## src/hdl/pci_target_defs.vh

```
// constants for the pci target read prefetch path
`ifndef PCI_TARGET_DEFS_VH
`define PCI_TARGET_DEFS_VH
// target control register field positions
`define CTRL_DISCARD_BIT 19
`define CTRL_ONCE_BIT 12
`define CTRL_RESET 32'h0000_0000
// writable bits of the target control register
`define CTRL_MASK 32'h0008_1000
// byte step between consecutive words
`define ADDR_STEP 32'h0000_0004
// local side states
`define LS_IDLE 2'h0
`define LS_FILL 2'h1
`define LS_WRITE 2'h2
`endif

```

## src/hdl/word_fifo.v

```verilog
// small flip-flop fifo used for both target fifos
`timescale 1ns/1ps
module word_fifo #(
  parameter WIDTH = 32,
  parameter DEPTH = 8,
  parameter AW = 3
) (
  input wire clk,
  input wire rst_n,
  input wire flush,
  input wire push_valid,
  output wire push_ready,
  input wire [WIDTH-1:0] push_data,
  output wire pop_valid,
  input wire pop_ready,
  output wire [WIDTH-1:0] pop_data
);
  reg [WIDTH-1:0] mem [0:DEPTH-1];
  reg [AW-1:0] wr_ptr;
  reg [AW-1:0] rd_ptr;
  reg [AW:0] count;
  wire do_push;
  wire do_pop;

  assign push_ready = (count != DEPTH[AW:0]);
  assign pop_valid = (count != {(AW+1){1'b0}});
  assign pop_data = mem[rd_ptr];
  assign do_push = push_valid & push_ready;
  assign do_pop = pop_ready & pop_valid;

  // ==========================================================
  // pointers and storage
  always @(posedge clk) begin
    if (!rst_n || flush) begin
      wr_ptr <= {AW{1'b0}};
      rd_ptr <= {AW{1'b0}};
      count <= {(AW+1){1'b0}};
    end else begin
      if (do_push) begin
        wr_ptr <= (wr_ptr == DEPTH[AW-1:0] - 1'b1) ? {AW{1'b0}}
                  : wr_ptr + 1'b1;
      end
      if (do_pop) begin
        rd_ptr <= (rd_ptr == DEPTH[AW-1:0] - 1'b1) ? {AW{1'b0}}
                  : rd_ptr + 1'b1;
      end
      if (do_push && !do_pop) begin
        count <= count + 1'b1;
      end else if (do_pop && !do_push) begin
        count <= count - 1'b1;
      end
    end
  end

  always @(posedge clk) begin
    if (do_push) begin
      mem[wr_ptr] <= push_data;
    end
  end
endmodule

```

## src/hdl/pci_target_read_prefetch.v

```verilog
// pci target data path: read prefetch fifo and posted write fifo
`timescale 1ns/1ps
`include "pci_target_defs.vh"
//
// Operation
// RULE_01 - bit 19 set discards leftover prefetched data after a transaction
// RULE_02 - control bit 12 clear streams local memory into the read fifo
// RULE_03 - bit 12 set: exactly one read fifo fill per read request
// RULE_04 - read with no fifo data is retried while filling continues
// RULE_05 - writes complete once accepted into the write fifo
// RULE_06 - posted writes wait while a read fifo fill is running
// RULE_07 - retried read finds data in fifo and completes normally
// RULE_08 - read data always comes from the master's own address
// RULE_09 - fill pointer follows the read stream, never write addresses
// RULE_10 - retained data reused only on an exactly sequential address
module pci_target_read_prefetch #(
  parameter RD_DEPTH = 8,
  parameter RD_AW = 3,
  parameter WR_DEPTH = 4,
  parameter WR_AW = 2
) (
  input wire CORE_CLK,
  input wire RST_N,
  input wire CTRL_WR,
  input wire [31:0] CTRL_WDATA,
  output reg [31:0] CTRL_RDATA,
  input wire REQ_VALID,
  input wire REQ_WRITE,
  input wire [31:0] REQ_ADDR,
  input wire [31:0] REQ_WDATA,
  output reg RSP_VALID,
  output reg RSP_RETRY,
  output reg [31:0] RSP_RDATA,
  output reg MEM_REQ,
  output reg MEM_WE,
  output reg [31:0] MEM_ADDR,
  output reg [31:0] MEM_WDATA,
  input wire MEM_ACK,
  input wire [31:0] MEM_RDATA
);
  // ==========================================================
  // state
  reg [31:0] target_control_register;
  reg [1:0] lstate;
  reg [31:0] fill_addr;
  reg [31:0] head_addr;
  reg fill_on;
  reg drop;
  wire read_fifo_discard_after_txn;
  wire read_fill_once_per_request;
  wire rd_req;
  wire wr_req;
  wire fill_busy;
  wire hit;
  wire waiting;
  wire restart;
  wire flush_rd;
  wire rf_push;
  wire rf_ready;
  wire rf_valid;
  wire [31:0] rf_data;
  wire wf_ready;
  wire wf_valid;
  wire wf_pop;
  wire [63:0] wf_data;
  wire want_fill;

  assign read_fifo_discard_after_txn =
    target_control_register[`CTRL_DISCARD_BIT];
  assign read_fill_once_per_request =
    target_control_register[`CTRL_ONCE_BIT];

  // ==========================================================
  // request decode
  assign rd_req = REQ_VALID & ~REQ_WRITE;
  assign wr_req = REQ_VALID & REQ_WRITE;
  assign fill_busy = (lstate == `LS_FILL);
  // head word must sit at exactly the requested address
  assign hit = rd_req & rf_valid & ~drop & (head_addr == REQ_ADDR); // RULE_10
  // fill already heading for this address: just retry
  assign waiting = rd_req & ~hit & ~drop & fill_on
                   & (head_addr == REQ_ADDR); // RULE_04
  // restart is held off during an outstanding fill so a late word can
  // never land in a fifo that now belongs to another address
  assign restart = rd_req & ~hit & ~waiting & ~fill_busy; // RULE_08
  assign flush_rd = restart | (drop & ~fill_busy); // RULE_01
  assign rf_push = fill_busy & MEM_ACK;
  assign want_fill = fill_on & rf_ready & ~flush_rd; // RULE_02
  assign wf_pop = (lstate == `LS_IDLE) & ~want_fill & wf_valid;

  // ==========================================================
  // fifos
  word_fifo #(
    .WIDTH(32),
    .DEPTH(RD_DEPTH),
    .AW(RD_AW)
  ) target_read_fifo (
    .clk(CORE_CLK),
    .rst_n(RST_N),
    .flush(flush_rd),
    .push_valid(rf_push),
    .push_ready(rf_ready),
    .push_data(MEM_RDATA),
    .pop_valid(rf_valid),
    .pop_ready(hit),
    .pop_data(rf_data)
  );

  word_fifo #(
    .WIDTH(64),
    .DEPTH(WR_DEPTH),
    .AW(WR_AW)
  ) target_write_fifo (
    .clk(CORE_CLK),
    .rst_n(RST_N),
    .flush(1'b0),
    .push_valid(wr_req),
    .push_ready(wf_ready),
    .push_data({REQ_ADDR, REQ_WDATA}),
    .pop_valid(wf_valid),
    .pop_ready(wf_pop),
    .pop_data(wf_data)
  );

  // ==========================================================
  // control register
  always @(posedge CORE_CLK) begin
    if (!RST_N) begin
      target_control_register <= `CTRL_RESET; // RULE_01 RULE_02
      CTRL_RDATA <= `CTRL_RESET;
    end else if (CTRL_WR) begin
      target_control_register <= CTRL_WDATA & `CTRL_MASK;
      CTRL_RDATA <= CTRL_WDATA & `CTRL_MASK;
    end
  end

  // ==========================================================
  // pci side answers
  always @(posedge CORE_CLK) begin
    if (!RST_N) begin
      RSP_VALID <= 1'b0;
      RSP_RETRY <= 1'b0;
      RSP_RDATA <= 32'h0000_0000;
      head_addr <= 32'h0000_0000;
      drop <= 1'b0;
    end else begin
      RSP_VALID <= REQ_VALID;
      // write done as soon as it is in the write fifo
      RSP_RETRY <= (rd_req & ~hit) | (wr_req & ~wf_ready); // RULE_05 RULE_04
      if (hit) begin
        RSP_RDATA <= rf_data; // RULE_07
        head_addr <= head_addr + `ADDR_STEP;
      end else begin
        RSP_RDATA <= 32'h0000_0000;
      end
      if (restart) begin
        head_addr <= REQ_ADDR; // RULE_08
      end
      if (flush_rd) begin
        drop <= 1'b0;
      end else if (hit && read_fifo_discard_after_txn) begin
        drop <= 1'b1; // RULE_01
      end
    end
  end

  // ==========================================================
  // local memory side
  always @(posedge CORE_CLK) begin
    if (!RST_N) begin
      lstate <= `LS_IDLE;
      fill_addr <= 32'h0000_0000;
      fill_on <= 1'b0;
      MEM_REQ <= 1'b0;
      MEM_WE <= 1'b0;
      MEM_ADDR <= 32'h0000_0000;
      MEM_WDATA <= 32'h0000_0000;
    end else begin
      if (restart) begin
        fill_addr <= REQ_ADDR; // RULE_09
        fill_on <= 1'b1; // RULE_04
      end else if (hit && read_fifo_discard_after_txn) begin
        fill_on <= 1'b0; // RULE_01
      end
      case (lstate)
        `LS_IDLE: begin
          if (want_fill) begin
            lstate <= `LS_FILL;
            MEM_REQ <= 1'b1;
            MEM_WE <= 1'b0;
            MEM_ADDR <= fill_addr; // RULE_09
          end else if (wf_valid) begin
            // writes only go when no fill wants the bus
            lstate <= `LS_WRITE; // RULE_06
            MEM_REQ <= 1'b1;
            MEM_WE <= 1'b1;
            MEM_ADDR <= wf_data[63:32];
            MEM_WDATA <= wf_data[31:0];
          end
        end
        `LS_FILL: begin
          if (MEM_ACK) begin
            lstate <= `LS_IDLE;
            MEM_REQ <= 1'b0;
            // only the fill itself advances the read pointer
            fill_addr <= fill_addr + `ADDR_STEP; // RULE_09
            if (read_fill_once_per_request) begin
              fill_on <= 1'b0; // RULE_03
            end
            // streaming keeps fill_on set; a full fifo only pauses the fill
          end
        end
        `LS_WRITE: begin
          if (MEM_ACK) begin
            lstate <= `LS_IDLE;
            MEM_REQ <= 1'b0;
            MEM_WE <= 1'b0;
          end
        end
        default: begin
          lstate <= `LS_IDLE;
          MEM_REQ <= 1'b0;
          MEM_WE <= 1'b0;
        end
      endcase
    end
  end
endmodule

```

## config.mk

```make
export PLATFORM = sky130hd
export DESIGN_NAME = pci_target_read_prefetch
export DESIGN_NICKNAME = d
export VERILOG_FILES = /design/src/hdl/word_fifo.v /design/src/hdl/pci_target_read_prefetch.v
export VERILOG_INCLUDE_DIRS = /design/src /design/src/hdl
export SDC_FILE = /design/constraint.sdc
export NUM_CORES = 1
export LEC_CHECK = 0
export BUFFER_PORTS_ARGS = -buffer_cell sky130_fd_sc_hd__buf_2
export CORE_MARGIN = 3
export CORE_UTILIZATION = 25
export CTS_CLUSTER_SIZE = 20
export DETAILED_ROUTE_END_ITERATION = 6
export SLEW_MARGIN = 20
export SYNTH_ARGS = -nofsm -noshare
export SYNTH_HDL_FRONTEND = slang
export SYNTH_SLANG_ARGS = --single-unit
```

## constraint.sdc

```tcl
create_clock -name CORE_CLK -period 13.45 [get_ports CORE_CLK]
set_input_delay 2.0175 -clock CORE_CLK [delete_from_list [all_inputs] [get_ports CORE_CLK]]
set_output_delay 2.0175 -clock CORE_CLK [all_outputs]
set_load 0.1 [all_outputs]
```

# Word level (Yosys, flattened, before mapping)
# Memories as Yosys holds them, arrays and structs flattened. A register that Yosys moved wholly into a read port is not among the register bits.
# Index checks and enable logic that the tools add are counted.
# word_totals
n_memories	2
ram_bits	512
regBits	155
out_inout_bits	132
elab_cells	137
in_bits	134
# mem_list
memory	words	width	read_ports	rd_clocked_by_memory_dff	write_ports	line_no	source
target_read_fifo.mem	8	32	1	1	1	word_fifo.v:18	reg [WIDTH-1:0] mem [0:DEPTH-1];
target_write_fifo.mem	4	64	1	1	1	word_fifo.v:18	
# op_classes
n_eq_ne	12
n_reduce_logical	26
bitwise	33
muxes	36
n_addsub	10
# op_table
cell	count
$mux W32	7
$add A32 B3 Y32 const B	2
$eq A32 B32 Y1	1
$and A1 B1 Y1	22
$mux W2	7
$mux W1	13
$mux W3	4
$add A3 B1 Y3 const B	3
$not A1 Y1	9
$mux W4	2
$reduce_bool A2 Y1	4
$eq A2 B2 Y1 const B	3
$eq A3 B3 Y1 const B	2
$logic_not A1 Y1	6
$reduce_and A2 Y1	3
$reduce_and A3 Y1	2
$logic_and A1 B1 Y1	5
$add A2 B1 Y2 const B	2
$add A4 B1 Y4 const B	1
$ne A4 B4 Y1 const B	1
$pmux W2 S2	1
$reduce_bool A4 Y1	1
$reduce_or A2 Y1	2
$sub A4 B1 Y4 const B	1
other kinds (12)	13

# Longest topological paths before layout
# logic_depth
depth_word	23
depth_mapped	16
mapped_depth_nobuf	15

# Hierarchy
# From an unflattened synthesis, not the netlist that was laid out.
# hier_totals
hier_cells	1856
area_unflattened_um2	28594.9
# modules_own_cells
mod	cells_per_inst	seq_area_each_um2	area_per_inst_um2	instances
word_fifo (target_read_fifo)	447	7947.6	10440.0	1
word_fifo (target_write_fifo)	383	7867.5	9691.8	1
pci_target_read_prefetch	1026	3403.3	8463.1	1

# Worst setup path after synthesis
# Ideal clock, no wire load.
# synth_path
path_kind	input-to-reg
from	input MEM_ACK
to	memory target_read_fifo.mem[0][0], enable pin
setup_slack_ns	7.054
stages	5
t_required_ns	12.948
setup_time_ns	0.502
t_arrival_ns	5.895
path_buffers	2
cell_sequence	and2_1 clkbuf_1 clkbuf_1 nand2_1 nor4_1
# synth_between
elab_chain_cells	4
# synth_rtl
item	line_no	source
start: declaration	pci_target_read_prefetch.v:38	input wire MEM_ACK,
$and A1 B1 Y1	pci_target_read_prefetch.v:87	assign rf_push = fill_busy & MEM_ACK;
$and A1 B1 Y1	word_fifo.v:28	assign do_push = push_valid & push_ready;
$mux W1	word_fifo.v:56	if (do_push) begin
$mux W1 (implied by the code)	word_fifo.v:57	mem[wr_ptr] <= push_data;
end: declaration	word_fifo.v:18	
# Every way passes these cells.

# Final worst setup path
# layout_path
from	input REQ_ADDR[30]
to	register MEM_ADDR[16]
# layout_between
elab_chain_cells	15
word_cells_on_any_way	16
classes_between	eq/ne (1); mux (1); bitwise (12); reduce/logical (2)
# layout_rtl
item	line_no	source
start: declaration	pci_target_read_prefetch.v:29	input wire [31:0] REQ_ADDR,
$eq A32 B32 Y1 (*)	pci_target_read_prefetch.v:79, pci_target_read_prefetch.v:82	
$and A1 B1 Y1	pci_target_read_prefetch.v:79	assign hit = rd_req & rf_valid & ~drop & (head_addr == REQ_ADDR);
$not A1 Y1	pci_target_read_prefetch.v:81, pci_target_read_prefetch.v:85	
$and A1 B1 Y1	pci_target_read_prefetch.v:81, pci_target_read_prefetch.v:85	
$and A1 B1 Y1 (2 in a row)	pci_target_read_prefetch.v:81	assign waiting = rd_req & ~hit & ~drop & fill_on
$and A1 B1 Y1	pci_target_read_prefetch.v:82	& (head_addr == REQ_ADDR);
$not A1 Y1	pci_target_read_prefetch.v:85	assign restart = rd_req & ~hit & ~waiting & ~fill_busy;
$and A1 B1 Y1 (*) (2 in a row)	pci_target_read_prefetch.v:85	
$or A1 B1 Y1 (*)	pci_target_read_prefetch.v:86	assign flush_rd = restart | (drop & ~fill_busy);
$not A1 Y1 (*)	pci_target_read_prefetch.v:88	assign want_fill = fill_on & rf_ready & ~flush_rd;
$and A1 B1 Y1 (*)	pci_target_read_prefetch.v:88	
$reduce_bool A2 Y1 (no line)	-	
$reduce_and A2 Y1 (no line)	-	
end signal: assignment	pci_target_read_prefetch.v:191	MEM_ADDR <= fill_addr;
end signal: assignment	pci_target_read_prefetch.v:197	MEM_ADDR <= wf_data[63:32];
end: declaration	pci_target_read_prefetch.v:36	output reg [31:0] MEM_ADDR,
# Every way passes the cells marked *; elsewhere a longest branch is shown, timed or not.
# A chain may end at the register's enable or synchronous reset.

==> metrics.md <==
| Metric | Value |
|---|---|
| Dominant cells by area after synthesis | edfxtp_1 (55%), dfxtp_1 (13%), mux4_2 (10%) |
| Layout Nets | 2,186 |
| GR Overflow Total | 0 |
| Worst vdd ir | 120 uV |
| PwrDens | 178 mW/mm2 |
| NetSw | 1.95 mW |
| Setup bufs post-CTS | 0 |
| Synthesis Warnings | 0 |
| Critical path's slowest cell | a21oi_4 |
| Hold bufs inserted after CTS | 0 |
| Clock Skew | 0.0267 ns |
| Via density per instance | 4.54 |
| Post-synth top area cell | edfxtp_1 |
| Area of the multi-input gates | 0.00830 mm2 |
| Detailed-router iteration count before antenna repair | 5 |
| Cells after Synth | 1,837 |
| R2R setup slack | 9.13 ns |
| Setup Viol. Count Final | 0 |
| CTS clk-pin slew, worst paths | 0.06 ns |
| Area after DPL | 0.0307 mm2 |
| DR WL/cell | 19.2 um |
| Share of the synthesized area in the top cell type | 0.548 |
| Sequential share of the synthesized area | 0.683 |
| Number of synthesized flops with an enable pin | 512 |
| Max-cap violations | 0 |
| Slew headroom | 0.317 |
| Pins Over Slew Limit | 0 |
| FF+latch area | 0.0192 mm2 |
| WP buf/inv | 3 |
| Die ar. | 0.116 mm2 |
| Fmax | 0.184 GHz |
| Post-route cell area | 0.0331 mm2 |
| # IOs | 266 |
| CP max FO | 68 |
| Clock sink total | 701 |
| FP Rows | 122 |
| Clk pwr share | 0.345 |
| CTS root buf | clkbuf_16 |
| Combinational share of power | 0.220 |
| Most common cell in the synthesized netlist | edfxtp_1 |
| Post-layout minimum cycle time | 5.44 ns |
| Initial antenna violation count | 13 |
| ANT nets after route | 0 |
| CTS Buf Count | 75 |
| R2R cell count | 9 |
| Syn_area_per_cell | 15.3 um2 |
| Fin crit share | 0.404 |
| Drc violations | 0 |
| Distinct cells, synth | 64 |
| Async set-reset flop share out of synthesis | 0 |
| Gpl congestion | 0.798 |
| Worst Hold End | fill_addr[0] |
| Area Overhead vs Synth | 18.1% |
| Via count | 16,300 |
| CTS tree | built |
| Arrival time at the worst endpoint | 6.00 ns |
| Net switching fraction of the power | 0.331 |
| Cells after DPL | 3,443 |
| Synth Flop Type | edfxtp_1 |
| Critical setup path kind | input pin to register |
| Port Buffer Count | 205 |
| Die Wd | 341 um |
| Internal | 3.95 mW |
| DRT Wirelength | 69,100 um |
| Worst min path class | register to register |
| Crit. End Element | register |
| Worst reg2reg endpoint | MEM_ADDR[16] |
| CTS H-tree lvls | 3 |
| Worst-path cell chain | buf_2, xor2_1, nor4_1, and2_1, nand3_1, a21oi_4, buf_4, o21a_1, buf_4, o2111a_1 |
| Initial Util | 0.253 |
| Hold path startpoint | fill_addr[0] |
| Die Span Y | 341 um |
| Synthesized cell area | 0.0281 mm2 |
| GRT Util Overall | 0.117 |
| HPWL after detailed placement | 41,000 um |
| # fillers | 11,100 |
| First-pass GRT wire length | 103,000 um |
| CP top delay family | compound AO/OA/AOI/OAI gates |
| Layout cells sized above 1 | 0.242 |
| Vias in the first global route | 16,200 |
| Leak | 10.9 nW |
| Initial drt markers | 1,050 |
| Layout Cells excl Fill | 3,589 |
| Slew @ Worst Pin | 1.03 ns |
| Total core area | 0.111 mm2 |
| Final hold violations | 0 |
| Total Neg Setup Slack | 0 ns |
| Status | complete, no violations |
| Seq pwr share | 0.435 |
| Slowest cell delay on critical path | 0.85 ns |
| RSZ-0062 raised after global routing | no |
| Worst skew pair latency | 0.64 ns |
| Largest net degree at the start of global routing | 91 |
| Synth cell count leaders | edfxtp_1 (512), dfxtp_1 (189), mux4_2 (128) |
| Quantity of gates resized following cts | 0 |
| Crit path required time | 14.02 ns |
| Most used cell, CP | buf_4 |
| #FFs+latches synth | 701 |
| Startpoint types | input pin |
| Hold depth | 2 |
| RR Startpoint | head_addr[11] |
| Clock Tree Buf Depth | 3 |
-- worst max-delay path by stage --
stage,start,end,slack (ns),cells after the start
after global routing,REQ_ADDR[30],MEM_ADDR[17],7.73,10
after detailed placement,REQ_ADDR[22],MEM_ADDR[24],7.34,10
after CTS,REQ_ADDR[1],MEM_ADDR[14],8.02,10
after global placement,REQ_ADDR[30],MEM_ADDR[21],7.33,10
after floorplan,MEM_ACK,target_read_fifo.mem[0][0],7.05,5
final,REQ_ADDR[30],MEM_ADDR[16],8.01,10
-- layout by cell type (no fill, tap or decap), types with 5 or more instances in the layout --
master     Yosys  final
nand2_1      124    123
clkinv_2       0     12
clkbuf_1      74     23
conb_1         1     30
a21oi_1       80     78
o2111a_1      32     32
o31a_1         6      6
nor3_1        32     28
a31oi_1       25     25
xnor2_1        6      6
clkbuf_8       0      6
nor4_1        15     14
nand2b_1       9      9
diode_2        0      7
nor2_1        86     83
dfxtp_1      189    184
clkbuf_16      0     77
o211ai_1       9      9
mux2i_1       38     38
inv_1         21     20
and2_1        13      9
mux4_2       128    128
buf_2         19    204
nand3_1       45     45
ha_1          18     18
o21ai_0       63     63
or3_1         46     46
clkinv_1       0      6
nor2b_1        6      6
a211oi_1       5      5
and2_4         1      5
xor2_1        38     38
and3_1        28     28
nand4_1       22     22
buf_4         32     30
nand3b_1      32     32
edfxtp_1     512    512
-- layout make-up --
cell class | instances | area share
multi-input cells | 998 | 0.251
repair buffers | 234 | 0.0376
clock inverters | 33 | 0.0105
diodes | 7 | 0.000529
flip-flops and latches | 701 | 0.579
clock buffers | 106 | 0.0633
inverters | 22 | 0.00257
well taps | 1488 | 0.0562
-- metrics by stage --
stage	total power, mW	setup WS [ns]	hold slack, ns	utilization
2_1_floorplan	3.63	7.05	0.431	-
3_3_place_gp	3.93	7.33	0.444	0.276
3_5_place_dp	3.94	7.34	0.451	0.276
4_1_cts	6.00	8.02	0.459	0.298
5_1_grt	6.16	7.73	0.487	0.298
6_report	5.91	8.01	0.458	0.299
-- registers in the layout, summed over array words and instances, names as in the netlist, 3 cells and up, named ones only --
signal,cells
RSP_RDATA,32
target_write_fifo.mem,256
target_read_fifo.rd_ptr,3
target_read_fifo.mem,256
MEM_WDATA,32
target_read_fifo.count,4
target_read_fifo.wr_ptr,3
fill_addr,32
head_addr,32
target_write_fifo.count,3
MEM_ADDR,32
-- power groups by stage --
stage                     logic (mW)  clock network [mW]  registers [mW]
after detailed placement        1.32                   0            2.62
after CTS                       1.32                2.10            2.58
final                           1.30                2.04            2.57
after global routing            1.38                2.19            2.59
after global placement          1.31                   0            2.62
after floorplan                0.522                   0            3.11
-- routing by layer --
layer / GRT usage / routed length (um) / vias up
li1: - / - / 7512
met1: 0.153 / 30200 / 8252
met2: 0.192 / 33200 / 420
met3: 0.0274 / 4150 / 96
met4: 0.0338 / 1390 / 10
met5: 0 / 63 / -
-- cells by family (layout without fill, tap and decap cells) --
group / Yosys count / in the layout / synth area share
xor+xnor: 44 / 44 / 0.0137
simple gates: 479 / 479 / 0.0876
compound gates: 259 / 259 / 0.0612
mux: 166 / 166 / 0.116
flops: 701 / 701 / 0.683
buf+inv: 167 / 395 / 0.0285
other cells: 1 / 37 / 0.000134
fa+ha+maj: 20 / 20 / 0.00946
-- worst reg2reg max path: cells and delay by family, from the launching register on --
| family | cells | cell delay (ns) |
|---|---|---|
| compound gates | 3 | 1.46 |
| buf+inv | 2 | 1.12 |
| simple gates | 3 | 1.01 |
| flops | 1 | 0.53 |
| xor+xnor | 1 | 0.12 |
No activity file was read; power rests on OpenSTA's default activity.
